File: src/hw/cmc_defs.vh
// Constants for the clock mode configuration block
`ifndef CMC_DEFS_VH
`define CMC_DEFS_VH

// ----------------------------------------
// Register byte addresses
// ----------------------------------------
`define CMC_ADDR_W 20
`define CMC_CTRL_ADDR 20'h10c80
`define CMC_MODE_ADDR 20'h10c88

// ----------------------------------------
// Control register fields
// ----------------------------------------
`define CMC_CTRL_CLKDIS_BIT 27
`define CMC_CTRL_BAUD_LSB 30
`define CMC_CTRL_BAUD_MSB 31
`define CMC_CTRL_CLKDIS_RST 1'b0
`define CMC_CTRL_BAUD_RST 2'b01

// ----------------------------------------
// Mode register fields
// ----------------------------------------
`define CMC_MODE_CPDF_LSB 0
`define CMC_MODE_CMF_LSB 4
`define CMC_MODE_BUS_DIVIDER_LSB 8
`define CMC_MODE_PPDF_LSB 12
`define CMC_MODE_SPDF_LSB 16
`define CMC_MODE_SMF_LSB 20
`define CMC_MODE_DELAY_LOOP_DISABLE_BIT 25
`define CMC_MODE_CORE_DIVIDER_LSB 28

// ----------------------------------------
// Field codes
// ----------------------------------------
`define CMC_CORE_MF_CODE 4'h5
`define CMC_CPDF_MAX 4'h3
`define CMC_BUS_DIVIDER_MIN 4'h1
`define CMC_BUS_DIVIDER_MAX 4'h5
`define CMC_PPDF_MAX 4'h2
`define CMC_SPDF_MAX 4'h5
`define CMC_SMF_MIN 4'h5
`define CMC_CORE_DIVIDER_MAX 4'h5

// ----------------------------------------
// Divider ratios, minus one
// ----------------------------------------
`define CMC_SCC_DIV_M1 8'h03
`define CMC_BAUD_DIV4_M1 8'h03
`define CMC_BAUD_DIV16_M1 8'h0f
`define CMC_BAUD_DIV64_M1 8'h3f
`define CMC_BAUD_DIV256_M1 8'hff

// ----------------------------------------
// Capture timing
// ----------------------------------------
`define CMC_CAPTURE_WAIT 2'h2

`endif

File: src/hw/cmc_clk_div.v
// Programmable divider producing a one-cycle enable pulse
`timescale 1ns/1ps

module cmc_clk_div #(
  parameter W = 8
) (
  input wire clk_in,
  input wire rst_n_in,
  input wire run_in,
  input wire [W-1:0] ratio_m1_in,
  output reg tick_out
);

  reg [W-1:0] count_reg;
  wire wrap;

  // Compare with >= so a smaller ratio never waits out a full counter lap
  assign wrap = (count_reg >= ratio_m1_in);

  always @(posedge clk_in or negedge rst_n_in) begin
    if (!rst_n_in) begin
      count_reg <= {W{1'b0}};
      tick_out <= 1'b0;
    end else if (run_in) begin
      count_reg <= wrap ? {W{1'b0}} : count_reg + {{(W-1){1'b0}}, 1'b1};
      tick_out <= wrap;
    end else begin
      count_reg <= {W{1'b0}};
      tick_out <= 1'b0;
    end
  end

endmodule

File: src/hw/cmc_clock_config.v
// Clock mode capture, mode and control registers, APB slave and tick dividers
`timescale 1ns/1ps
`include "cmc_defs.vh"

module cmc_clock_config #(
  parameter ADDR_W = `CMC_ADDR_W
) (
  input wire clk_in,
  input wire rst_n_in,
  input wire [2:0] clock_mode_pins_in,
  input wire [2:0] clock_mode_high_bits_in,
  input wire delay_loop_disable_in,
  input wire psel_in,
  input wire penable_in,
  input wire pwrite_in,
  input wire [ADDR_W-1:0] paddr_in,
  input wire [31:0] pwdata_in,
  input wire [3:0] pstrb_in,
  output wire pready_out,
  output reg [31:0] prdata_out,
  output reg pslverr_out,
  output wire mode_valid_out,
  output wire [3:0] core_pll_prediv_out,
  output wire [3:0] core_pll_multiplier_out,
  output wire [3:0] bus_divider_out,
  output wire [3:0] periph_processor_divider_out,
  output wire [3:0] system_pll_prediv_out,
  output wire [3:0] system_pll_multiplier_out,
  output wire delay_loop_disable_out,
  output wire [3:0] core_divider_out,
  output wire config_unsupported_out,
  output wire baud_generator_tick_out,
  output wire scc_tick_out,
  output reg external_clock_output_out
);

  // ----------------------------------------
  // Capture sequencer states
  // ----------------------------------------
  localparam ST_WAIT = 3'b001;
  localparam ST_LOAD = 3'b010;
  localparam ST_DONE = 3'b100;

  // ----------------------------------------
  // Pin synchronisers
  // ----------------------------------------
  reg [6:0] pin_meta_reg;
  reg [6:0] pin_sync_reg;

  always @(posedge clk_in or negedge rst_n_in) begin
    if (!rst_n_in) begin
      pin_meta_reg <= 7'h00;
      pin_sync_reg <= 7'h00;
    end else begin
      pin_meta_reg <= {delay_loop_disable_in, clock_mode_high_bits_in, clock_mode_pins_in};
      pin_sync_reg <= pin_meta_reg;
    end
  end

  // ----------------------------------------
  // Mode value and field mapping
  // ----------------------------------------
  wire [5:0] mode_value;
  wire [3:0] cpdf_code;
  wire [3:0] bus_divider_code;
  wire [3:0] ppdf_code;
  wire [3:0] spdf_code;
  wire [3:0] smf_code;
  wire [3:0] core_divider_code;
  wire [31:0] mode_image;

  // Pins form the low half, config-word bits the high half
  assign mode_value = {pin_sync_reg[5:3], pin_sync_reg[2:0]};

  assign cpdf_code = {2'b00, mode_value[1:0]};
  assign bus_divider_code = {2'b00, mode_value[3:2]} + `CMC_BUS_DIVIDER_MIN;
  assign ppdf_code = {3'b000, mode_value[4]};
  assign spdf_code = {3'b000, mode_value[5]};
  assign smf_code = {1'b0, mode_value[2:0]} + `CMC_SMF_MIN;
  assign core_divider_code = {2'b00, mode_value[5:4]};

  assign mode_image = {core_divider_code, 2'b00, pin_sync_reg[6], 1'b0, smf_code, spdf_code,
                       ppdf_code, bus_divider_code, `CMC_CORE_MF_CODE, cpdf_code};

  // ----------------------------------------
  // Capture at power-on reset release
  // ----------------------------------------
  reg [2:0] cap_state_reg;
  reg [2:0] cap_state_next;
  reg [1:0] cap_wait_reg;
  reg [31:0] mode_reg;

  // Waits for the synchronisers to hold real pin levels before loading
  always @* begin
    cap_state_next = cap_state_reg;
    case (cap_state_reg)
      ST_WAIT: begin
        if (cap_wait_reg == `CMC_CAPTURE_WAIT) begin
          cap_state_next = ST_LOAD;
        end
      end
      ST_LOAD: begin
        cap_state_next = ST_DONE;
      end
      ST_DONE: begin
        cap_state_next = ST_DONE;
      end
      default: begin
        cap_state_next = ST_WAIT;
      end
    endcase
  end

  always @(posedge clk_in or negedge rst_n_in) begin
    if (!rst_n_in) begin
      cap_state_reg <= ST_WAIT;
      cap_wait_reg <= 2'h0;
      mode_reg <= 32'h00000000;
    end else begin
      cap_state_reg <= cap_state_next;
      if (cap_state_reg == ST_WAIT) begin
        cap_wait_reg <= cap_wait_reg + 2'h1;
      end
      // Loaded exactly once; nothing else writes it
      if (cap_state_reg == ST_LOAD) begin
        mode_reg <= mode_image;
      end
    end
  end

  assign mode_valid_out = (cap_state_reg == ST_DONE);

  // Fields drive the clock generation controls directly
  assign core_pll_prediv_out = mode_reg[`CMC_MODE_CPDF_LSB+3:`CMC_MODE_CPDF_LSB];
  assign core_pll_multiplier_out = mode_reg[`CMC_MODE_CMF_LSB+3:`CMC_MODE_CMF_LSB];
  assign bus_divider_out = mode_reg[`CMC_MODE_BUS_DIVIDER_LSB+3:`CMC_MODE_BUS_DIVIDER_LSB];
  assign periph_processor_divider_out = mode_reg[`CMC_MODE_PPDF_LSB+3:`CMC_MODE_PPDF_LSB];
  assign system_pll_prediv_out = mode_reg[`CMC_MODE_SPDF_LSB+3:`CMC_MODE_SPDF_LSB];
  assign system_pll_multiplier_out = mode_reg[`CMC_MODE_SMF_LSB+3:`CMC_MODE_SMF_LSB];
  assign delay_loop_disable_out = mode_reg[`CMC_MODE_DELAY_LOOP_DISABLE_BIT];
  assign core_divider_out = mode_reg[`CMC_MODE_CORE_DIVIDER_LSB+3:`CMC_MODE_CORE_DIVIDER_LSB];

  // ----------------------------------------
  // Unsupported code check
  // ----------------------------------------
  // With this pin mapping every code is legal; the flag guards later remaps
  wire cpdf_bad;
  wire cmf_bad;
  wire bus_divider_bad;
  wire ppdf_bad;
  wire spdf_bad;
  wire smf_bad;
  wire core_divider_bad;
  reg unsupported_reg;

  // Each field judged against its own code set
  assign cpdf_bad = (core_pll_prediv_out > `CMC_CPDF_MAX);
  assign cmf_bad = (core_pll_multiplier_out != `CMC_CORE_MF_CODE);
  assign bus_divider_bad = (bus_divider_out < `CMC_BUS_DIVIDER_MIN) ||
    (bus_divider_out > `CMC_BUS_DIVIDER_MAX);
  assign ppdf_bad = (periph_processor_divider_out > `CMC_PPDF_MAX);
  assign spdf_bad = (system_pll_prediv_out > `CMC_SPDF_MAX);
  assign smf_bad = (system_pll_multiplier_out < `CMC_SMF_MIN);
  assign core_divider_bad = (core_divider_out > `CMC_CORE_DIVIDER_MAX);

  // Registered so the flag leaves the block from a flip-flop
  always @(posedge clk_in or negedge rst_n_in) begin
    if (!rst_n_in) begin
      unsupported_reg <= 1'b0;
    end else begin
      // Before capture the zero image is not a mode and is not judged
      unsupported_reg <= mode_valid_out &&
        (cpdf_bad || cmf_bad || bus_divider_bad || ppdf_bad || spdf_bad || smf_bad || core_divider_bad);
    end
  end

  assign config_unsupported_out = unsupported_reg;

  // ----------------------------------------
  // Control register
  // ----------------------------------------
  reg clkdis_reg;
  reg [1:0] baud_sel_reg;
  wire setup_phase;
  wire access_phase;
  wire ctrl_hit;
  wire mode_hit;

  assign setup_phase = psel_in && !penable_in;
  assign access_phase = psel_in && penable_in;
  assign ctrl_hit = (paddr_in == `CMC_CTRL_ADDR);
  assign mode_hit = (paddr_in == `CMC_MODE_ADDR);

  // Both fields live in byte lane 3; reserved bits are not stored
  always @(posedge clk_in or negedge rst_n_in) begin
    if (!rst_n_in) begin
      clkdis_reg <= `CMC_CTRL_CLKDIS_RST;
      baud_sel_reg <= `CMC_CTRL_BAUD_RST;
    end else if (access_phase && pwrite_in && ctrl_hit && pstrb_in[3]) begin
      clkdis_reg <= pwdata_in[`CMC_CTRL_CLKDIS_BIT];
      baud_sel_reg <= pwdata_in[`CMC_CTRL_BAUD_MSB:`CMC_CTRL_BAUD_LSB];
    end
  end

  // ----------------------------------------
  // APB read data and error
  // ----------------------------------------
  // Zero wait state; data is prepared in the setup cycle
  assign pready_out = 1'b1;

  always @(posedge clk_in or negedge rst_n_in) begin
    if (!rst_n_in) begin
      prdata_out <= 32'h00000000;
      pslverr_out <= 1'b0;
    end else if (setup_phase) begin
      prdata_out <= 32'h00000000;
      pslverr_out <= 1'b0;
      if (ctrl_hit) begin
        prdata_out[`CMC_CTRL_BAUD_MSB:`CMC_CTRL_BAUD_LSB] <= baud_sel_reg;
        prdata_out[`CMC_CTRL_CLKDIS_BIT] <= clkdis_reg;
      end else if (mode_hit) begin
        // Writes here are silently dropped
        prdata_out <= mode_reg;
      end else begin
        pslverr_out <= 1'b1;
      end
    end
  end

  // ----------------------------------------
  // Baud and serial controller tick dividers
  // ----------------------------------------
  reg [7:0] baud_ratio_m1;

  always @* begin
    case (baud_sel_reg)
      2'b00: baud_ratio_m1 = `CMC_BAUD_DIV4_M1;
      2'b01: baud_ratio_m1 = `CMC_BAUD_DIV16_M1;
      2'b10: baud_ratio_m1 = `CMC_BAUD_DIV64_M1;
      default: baud_ratio_m1 = `CMC_BAUD_DIV256_M1;
    endcase
  end

  // Counter keeps running across a ratio change, so no restart or stall
  cmc_clk_div #(
    .W(8)
  ) u_baud_div (
    .clk_in(clk_in),
    .rst_n_in(rst_n_in),
    .run_in(mode_valid_out),
    .ratio_m1_in(baud_ratio_m1),
    .tick_out(baud_generator_tick_out)
  );

  cmc_clk_div #(
    .W(8)
  ) u_scc_div (
    .clk_in(clk_in),
    .rst_n_in(rst_n_in),
    .run_in(mode_valid_out),
    .ratio_m1_in(`CMC_SCC_DIV_M1),
    .tick_out(scc_tick_out)
  );

  // ----------------------------------------
  // External clock output
  // ----------------------------------------
  // Half-rate square wave; held low while disabled
  always @(posedge clk_in or negedge rst_n_in) begin
    if (!rst_n_in) begin
      external_clock_output_out <= 1'b0;
    end else if (clkdis_reg || !mode_valid_out) begin
      external_clock_output_out <= 1'b0;
    end else begin
      external_clock_output_out <= !external_clock_output_out;
    end
  end

endmodule

File: config.mk
export PLATFORM = sky130hd
export DESIGN_NAME = cmc_clock_config
export DESIGN_NICKNAME = d
export VERILOG_FILES = /design/src/hw/cmc_clk_div.v /design/src/hw/cmc_clock_config.v
export VERILOG_INCLUDE_DIRS = /design/src /design/src/hw
export SDC_FILE = /design/constraint.sdc
export NUM_CORES = 1
export LEC_CHECK = 0
export BUFFER_PORTS_ARGS = -buffer_cell sky130_fd_sc_hd__buf_2
export CORE_ASPECT_RATIO = 1.75
export CORE_MARGIN = 10
export CORE_UTILIZATION = 31
export CTS_CLUSTER_SIZE = 28
export DETAILED_ROUTE_END_ITERATION = 16
export GPL_ROUTABILITY_DRIVEN = 0
export PLACE_DENSITY = 0.58
export SLEW_MARGIN = 10
export SYNTH_ARGS = -nofsm -noshare
export SYNTH_HDL_FRONTEND = slang
export SYNTH_SLANG_ARGS = --single-unit
File: constraint.sdc
create_clock -name clk_in -period 4.46 [get_ports clk_in]
set_input_delay 0.223 -clock clk_in [delete_from_list [all_inputs] [get_ports clk_in]]
set_output_delay 0.223 -clock clk_in [all_outputs]
set_load 0.02 [all_outputs]
Word-level counts from Yosys, hierarchy flattened
Index checks and enable logic that the tools add are counted.
{ "word_totals": {"register_bits": 92, "latch_bits": 0, "ram_bits": 0, "romBits": 0, "input_bits": 68, "out_inout_bits": 68, "elab_cells": 75, "n_memories": 0} }
{ "classes": {"add_sub_neg": 5, "mul": 0, "div": 0, "order_cmp": 9, "n_eq_ne": 10, "n_shift": 0, "n_mux": 17, "n_bitwise": 0, "reduce_logical": 19} }
{ "ops": {"columns": ["operator", "count"], "rows": [
  ["$eq 20x17->1 const B", 2],
  ["$mux 8", 4],
  ["$mux 30", 1],
  ["$mux 27", 1],
  ["$pmux 8 s3", 1],
  ["$add 8x1->8 const B", 2],
  ["$ge 8x2->1 const B", 1],
  ["$ge 8x8->1", 1],
  ["$logic_or 1x1->1", 8],
  ["$logic_and 1x1->1", 6],
  ["$mux 1", 6],
  ["$pmux 3 s2", 1],
  ["$add 3x3->4 const B", 1],
  ["$eq 2x2->1 const B", 2],
  ["$gt 4x3->1 const B", 1],
  ["$lt 4x1->1 const B", 1],
  ["$lt 4x3->1 const B", 1],
  ["$mux 2", 2],
  ["$ne 2x2->1 const B", 2],
  ["$add 2x1->3 const B", 1],
  ["$eq 3x1->1 const B", 1],
  ["$eq 3x2->1 const B", 1],
  ["$eq 3x3->1 const B", 1],
  ["$gt 1x3->1 const B", 1],
  ["other kinds (9)", 11]
]} }

Longest topological paths before layout
{ "logic_depth": {"depth_word": 8, "ltp_mapped": 6, "mapped_depth_nobuf": 6} }

By module
A second synthesis with hierarchy kept.
{ "hier_totals": {"cells_unflattened": 339, "hier_area_um2": 3539.6} }
{ "modules_own_cells": {"columns": ["module", "instances", "cells_per_inst", "area_each_um2", "seq_area_each_um2"], "rows": [
  ["cmc_clock_config", 1, 221, 2346.0, 1353.8],
  ["cmc_clk_div", 2, 59, 596.8, 225.2]
]} }

Worst setup path after synthesis
No wires, ideal clock.
{ "synth_path": {"kind": "reg2reg", "from": "register baud_sel_reg[0]", "to": "register u_baud_div.count_reg[2]", "setup_ps": 75, "arrival_time_ps": 1508, "required_time_ps": 4385, "slack_ps": 2878, "path_stages_with_launch": 7, "n_path_buf": 0, "synth_period_minus_slack_ps": 1582, "path_cell_list": "dfstp_2 nand2_1 ha_1 a21oi_1 and3_1 nand3_1 nor2_1"} }
{ "synth_between": {"elab_chain_cells": 5, "word_cells_on_any_way": 7, "cone_classes": "1 x order compare; 2 x eq/ne; 3 x mux; 1 x reduce/logical"} }
{ "synth_lines": {"columns": ["element", "line_no", "rtl"], "rows": [
  ["start: declaration", "cmc_clock_config.v:183", "reg [1:0] baud_sel_reg;"],
  ["start signal: assignment", "cmc_clock_config.v:198", "baud_sel_reg <= `CMC_CTRL_BAUD_RST;"],
  ["start signal: assignment", "cmc_clock_config.v:201", "baud_sel_reg <= pwdata_in[`CMC_CTRL_BAUD_MSB:`CMC_CTRL_BAUD_LSB];"],
  ["$eq 2x2->1, or another cell as far along", "cmc_clock_config.v:236", "case (baud_sel_reg)"],
  ["$pmux 8 s3 (*)", "cmc_clock_config.v:236", null],
  ["$ge 8x8->1 (*)", "cmc_clk_div.v:18", "assign wrap = (count_reg >= ratio_m1_in);"],
  ["$mux 8 (*)", "cmc_clk_div.v:25", "count_reg <= wrap ? {W{1'b0}} : count_reg + {{(W-1){1'b0}}, 1'b1};"],
  ["$mux 8 (*)", "cmc_clk_div.v:24", "end else if (run_in) begin"],
  ["end signal: assignment", "cmc_clk_div.v:22", "count_reg <= {W{1'b0}};"],
  ["end signal: assignment", "cmc_clk_div.v:25", null],
  ["end signal: assignment", "cmc_clk_div.v:28", "count_reg <= {W{1'b0}};"],
  ["end: declaration", "cmc_clk_div.v:14", "reg [W-1:0] count_reg;"]
]} }
Every way passes the cells marked *; elsewhere a longest branch is shown, timed or not.
A chain may end at the register's enable or synchronous reset.

Final worst setup path
{ "layout_path": {"from": "register baud_sel_reg[0]", "to": "register u_baud_div.count_reg[6]"} }
The elaborated chain is that of the path after synthesis.

==> summary.txt <==
Status
  – Status: finished clean

Timing
  – Least-Margin Pin Slew: 0.952 ns
  – RSZ-0062 raised after global routing: no
  – Crit share post-route: 0.408
  – Slew Limit Fails: 0
  – Final setup violation count: 0
  – Final Hold Vio Count: 0
  – Clock skew: 0.00718 ns
  – Setup_tns: 0 ns
  – Slew margin rel.: 0.365
  – Max Fclk: 0.550 GHz
  – Hold WS: 0.0311 ns
  – Period minus WS final: 1.82 ns
  – Post-route setup slack: 2.64 ns

Clock network
  – Num CTS Buffers: 9
  – Clock Sinks: 72
  – CTS H-tree lvls: 3
  – Worst skew pair latency: 0.33 ns
  – Clk buf depth: 2
  – CTS tree: done
  – CTS clk-pin slew, worst paths: 0.06 ns
  – Root Buffer: clkbuf_16

Critical path
  – Crit end category: flop
  – WP data required: 4.72 ns
  – Reg2reg setup slack: 2.64 ns
  – Worst Path Max Fanout: 8
  – FF-to-FF Start: baud_sel_reg[0]$_DFFE_PN1P_
  – Critical Path Source Type: flop
  – Worst Reg2Reg Path Length in Cells: 6
  – CP Data Arrival Time: 2.07 ns
  – Setup CP Type: flop to flop
  – R2R Path End: u_baud_div.count_reg[6]$_DFF_PN0_

Synthesis
  – Mapped cell area: 3130 um^2
  – Largest family of logic cells by synthesized area: simple AND/OR/NAND/NOR gates
  – Synth Area in Adders: 0.0440
  – Post-synthesis sequential area ratio: 0.576
  – Synthesized-area fraction occupied by and/or/nand/nor cells: 0.167
  – Compound-gate portion of the synthesized area: 0.0612
  – YS warnings: 0
  – Xor/xnor share of the synthesized area: 0.0224
  – Post-synth cell types: 39
  – Mapped Avg Cell Area: 11.0 um^2
  – Post-synthesis register bit count: 72
  – Ys flop type: dfrtp_1
  – Mux cell area share after synthesis: 0.0140
  – Ys async rst share: 1.00
  – Post-synth EDFFs: 0
  – Cells after synthesis: 284

Die
  – Die area: 14700 um^2
  – Row cnt: 48
  – Initial Utilization: 0.318
  – Core area: 9850 um^2
  – Die span in x: 96.0 um
  – Die H: 153 um
  – I/O pins: 136

Routing
  – Total routed wirelength: 6670 um
  – Starting DRT DRC Count: 105
  – DR vias/cell: 4.31
  – DRC: 0
  – Vias after detailed routing: 2150
  – Final ANT Viol Nets: 0
  – Wire length per cell: 13.4 um
  – DR pass1 iterations: 4

Layout
  – Area Growth Syn to Fin: 22.5%
  – Final Util: 0.389
  – Post-Layout Cell Count: 499
  – Nets: 448
  – Max reg flops: 16
  – Ant. Diodes: 0
  – Share of cells above drive strength 1: 0.302
  – Final instance area: 3840 um^2

Placed design
  – Final HPWL DP: 5230 um
  – Port Buffer Count: 76
  – Post-Place Worst Slack: 2.38 ns
  – Dpl cell area: 3460 um^2
  – Cell count after placement: 476

Hold path
  – Hold Path Class: input pin to async pin

Pwr
  – Leak: 1.95 nW
  – Power per Cell Area: 429 nW/um^2
  – NetSw: 0.440 mW
  – Combinational cell fraction of total power: 0.125
  – Sequential share of power: 0.439
  – Internal power: 1.20 mW
  – VDD IR-drop max: 0.201 mV
  – Clock Power Share: 0.436
  – Total power: 1.65 mW
  – Switching portion of total power: 0.268

GRT
  – Largest net degree at the start of global routing: 44
  – First-pass GRT wire length: 11000 um
  – Vias in the first global route: 2272
  – Tot GR Track Use: 0.0956
  – Antenna violations before repair: 0
  – GR Overflow Total: 0

Flow run
  – Maxcap violations: 0
[final cells by class]
type	count	area, um^2
fill	992	6010
sequential	72	1800
multi-input combinational	196	1090
timing repair buffer	84	458
clock buffer	9	225
tap	125	156
clock inverter	7	80.1
inverter	6	22.5
[layer usage]
layer  global-route usage  up-vias  routed length [um]
met5                    0        -                   0
met4               0.0614        0                 205
met3               0.0348       14                 650
met2                0.165       82                3420
met1               0.0907     1018                2390
li1                     -     1036                   -
[power groups by stage]
stage	Clock, mW	Combinational [mW]	Sequential [mW]
5_1_grt	0.766	0.235	0.729
2_1_floorplan	0	0.140	0.744
6_report	0.717	0.205	0.723
3_5_place_dp	0	0.203	0.735
4_1_cts	0.741	0.209	0.723
3_3_place_gp	0	0.198	0.734
[what timing repair did]
item | in CTS | in global routing
hold buffers | 7 | 0
resized for setup | 0 | 0
hold endpoints to repair | 7 | 0
buffers inserted | 0 | 0
[critical path, stage by stage, from the launching register on]
cell and delay (ns):
dfstp_2 0.55, nand2_1 0.07, ha_1 0.32, a21oi_1 0.15, and3_1 0.20, nand3_1 0.27
nor2_1 0.17
[kinds of logic (layout without fill, tap and decap cells)]
kind of cell,Yosys count,count (layout)
other,2,33
buffers and inverters,47,106
muxes,4,4
adders and majority gates,11,11
AOI/OAI and AO/OA,29,29
xor gates and xnor gates,8,8
and+or+nand+nor,111,111
DFF,72,72
[worst max path at each step]
| stage | start | endpoint | cells after the start |
|---|---|---|---|
| floorplan | baud_sel_reg[0]$_DFFE_PN1P_ | u_baud_div.count_reg[2]$_DFF_PN0_ | 6 |
| global placement | penable_in | prdata_out[31]$_DFFE_PN0P_ | 4 |
| detailed placement | penable_in | prdata_out[31]$_DFFE_PN0P_ | 4 |
| CTS | baud_sel_reg[0]$_DFFE_PN1P_ | u_baud_div.count_reg[6]$_DFF_PN0_ | 6 |
| global route | baud_sel_reg[0]$_DFFE_PN1P_ | u_baud_div.count_reg[2]$_DFF_PN0_ | 6 |
| finish | baud_sel_reg[0]$_DFFE_PN1P_ | u_baud_div.count_reg[6]$_DFF_PN0_ | 6 |
[cells in the final DEF, fill, tap and decap left out, types with 7 or more instances in the layout]
cell type / instances
dlygate4sd3_1: 7
conb_1: 33
dfrtp_1: 70
o21ai_2: 10
buf_2: 76
o21ai_0: 10
ha_1: 11
nor2_1: 14
clkbuf_16: 9
nand3_1: 8
nand2_1: 63
[cells in the mapped netlist (2+ instances only)]
cell type | instances | area share
nor3b_1 | 2 | 0.0048
buf_4 | 33 | 0.079
nand2_1 | 63 | 0.076
inv_1 | 6 | 0.0072
dfstp_2 | 2 | 0.017
conb_1 | 2 | 0.0024
buf_6 | 2 | 0.0072
nand4_1 | 3 | 0.0060
ha_1 | 11 | 0.044
and2_1 | 2 | 0.0040
nand3_1 | 8 | 0.013
or2b_2 | 2 | 0.0056
xnor2_1 | 3 | 0.0084
o21ai_0 | 10 | 0.016
and3_1 | 4 | 0.0080
nand2b_1 | 3 | 0.0060
nor4_2 | 2 | 0.0080
nor2_1 | 14 | 0.017
mux2_2 | 3 | 0.011
nor3_1 | 2 | 0.0032
o21ai_2 | 10 | 0.028
nor4_1 | 2 | 0.0040
clkbuf_8 | 2 | 0.0088
dfrtp_1 | 70 | 0.56
a21oi_1 | 5 | 0.0080
xor2_1 | 5 | 0.014
Power figures use the tool's default switching activity.
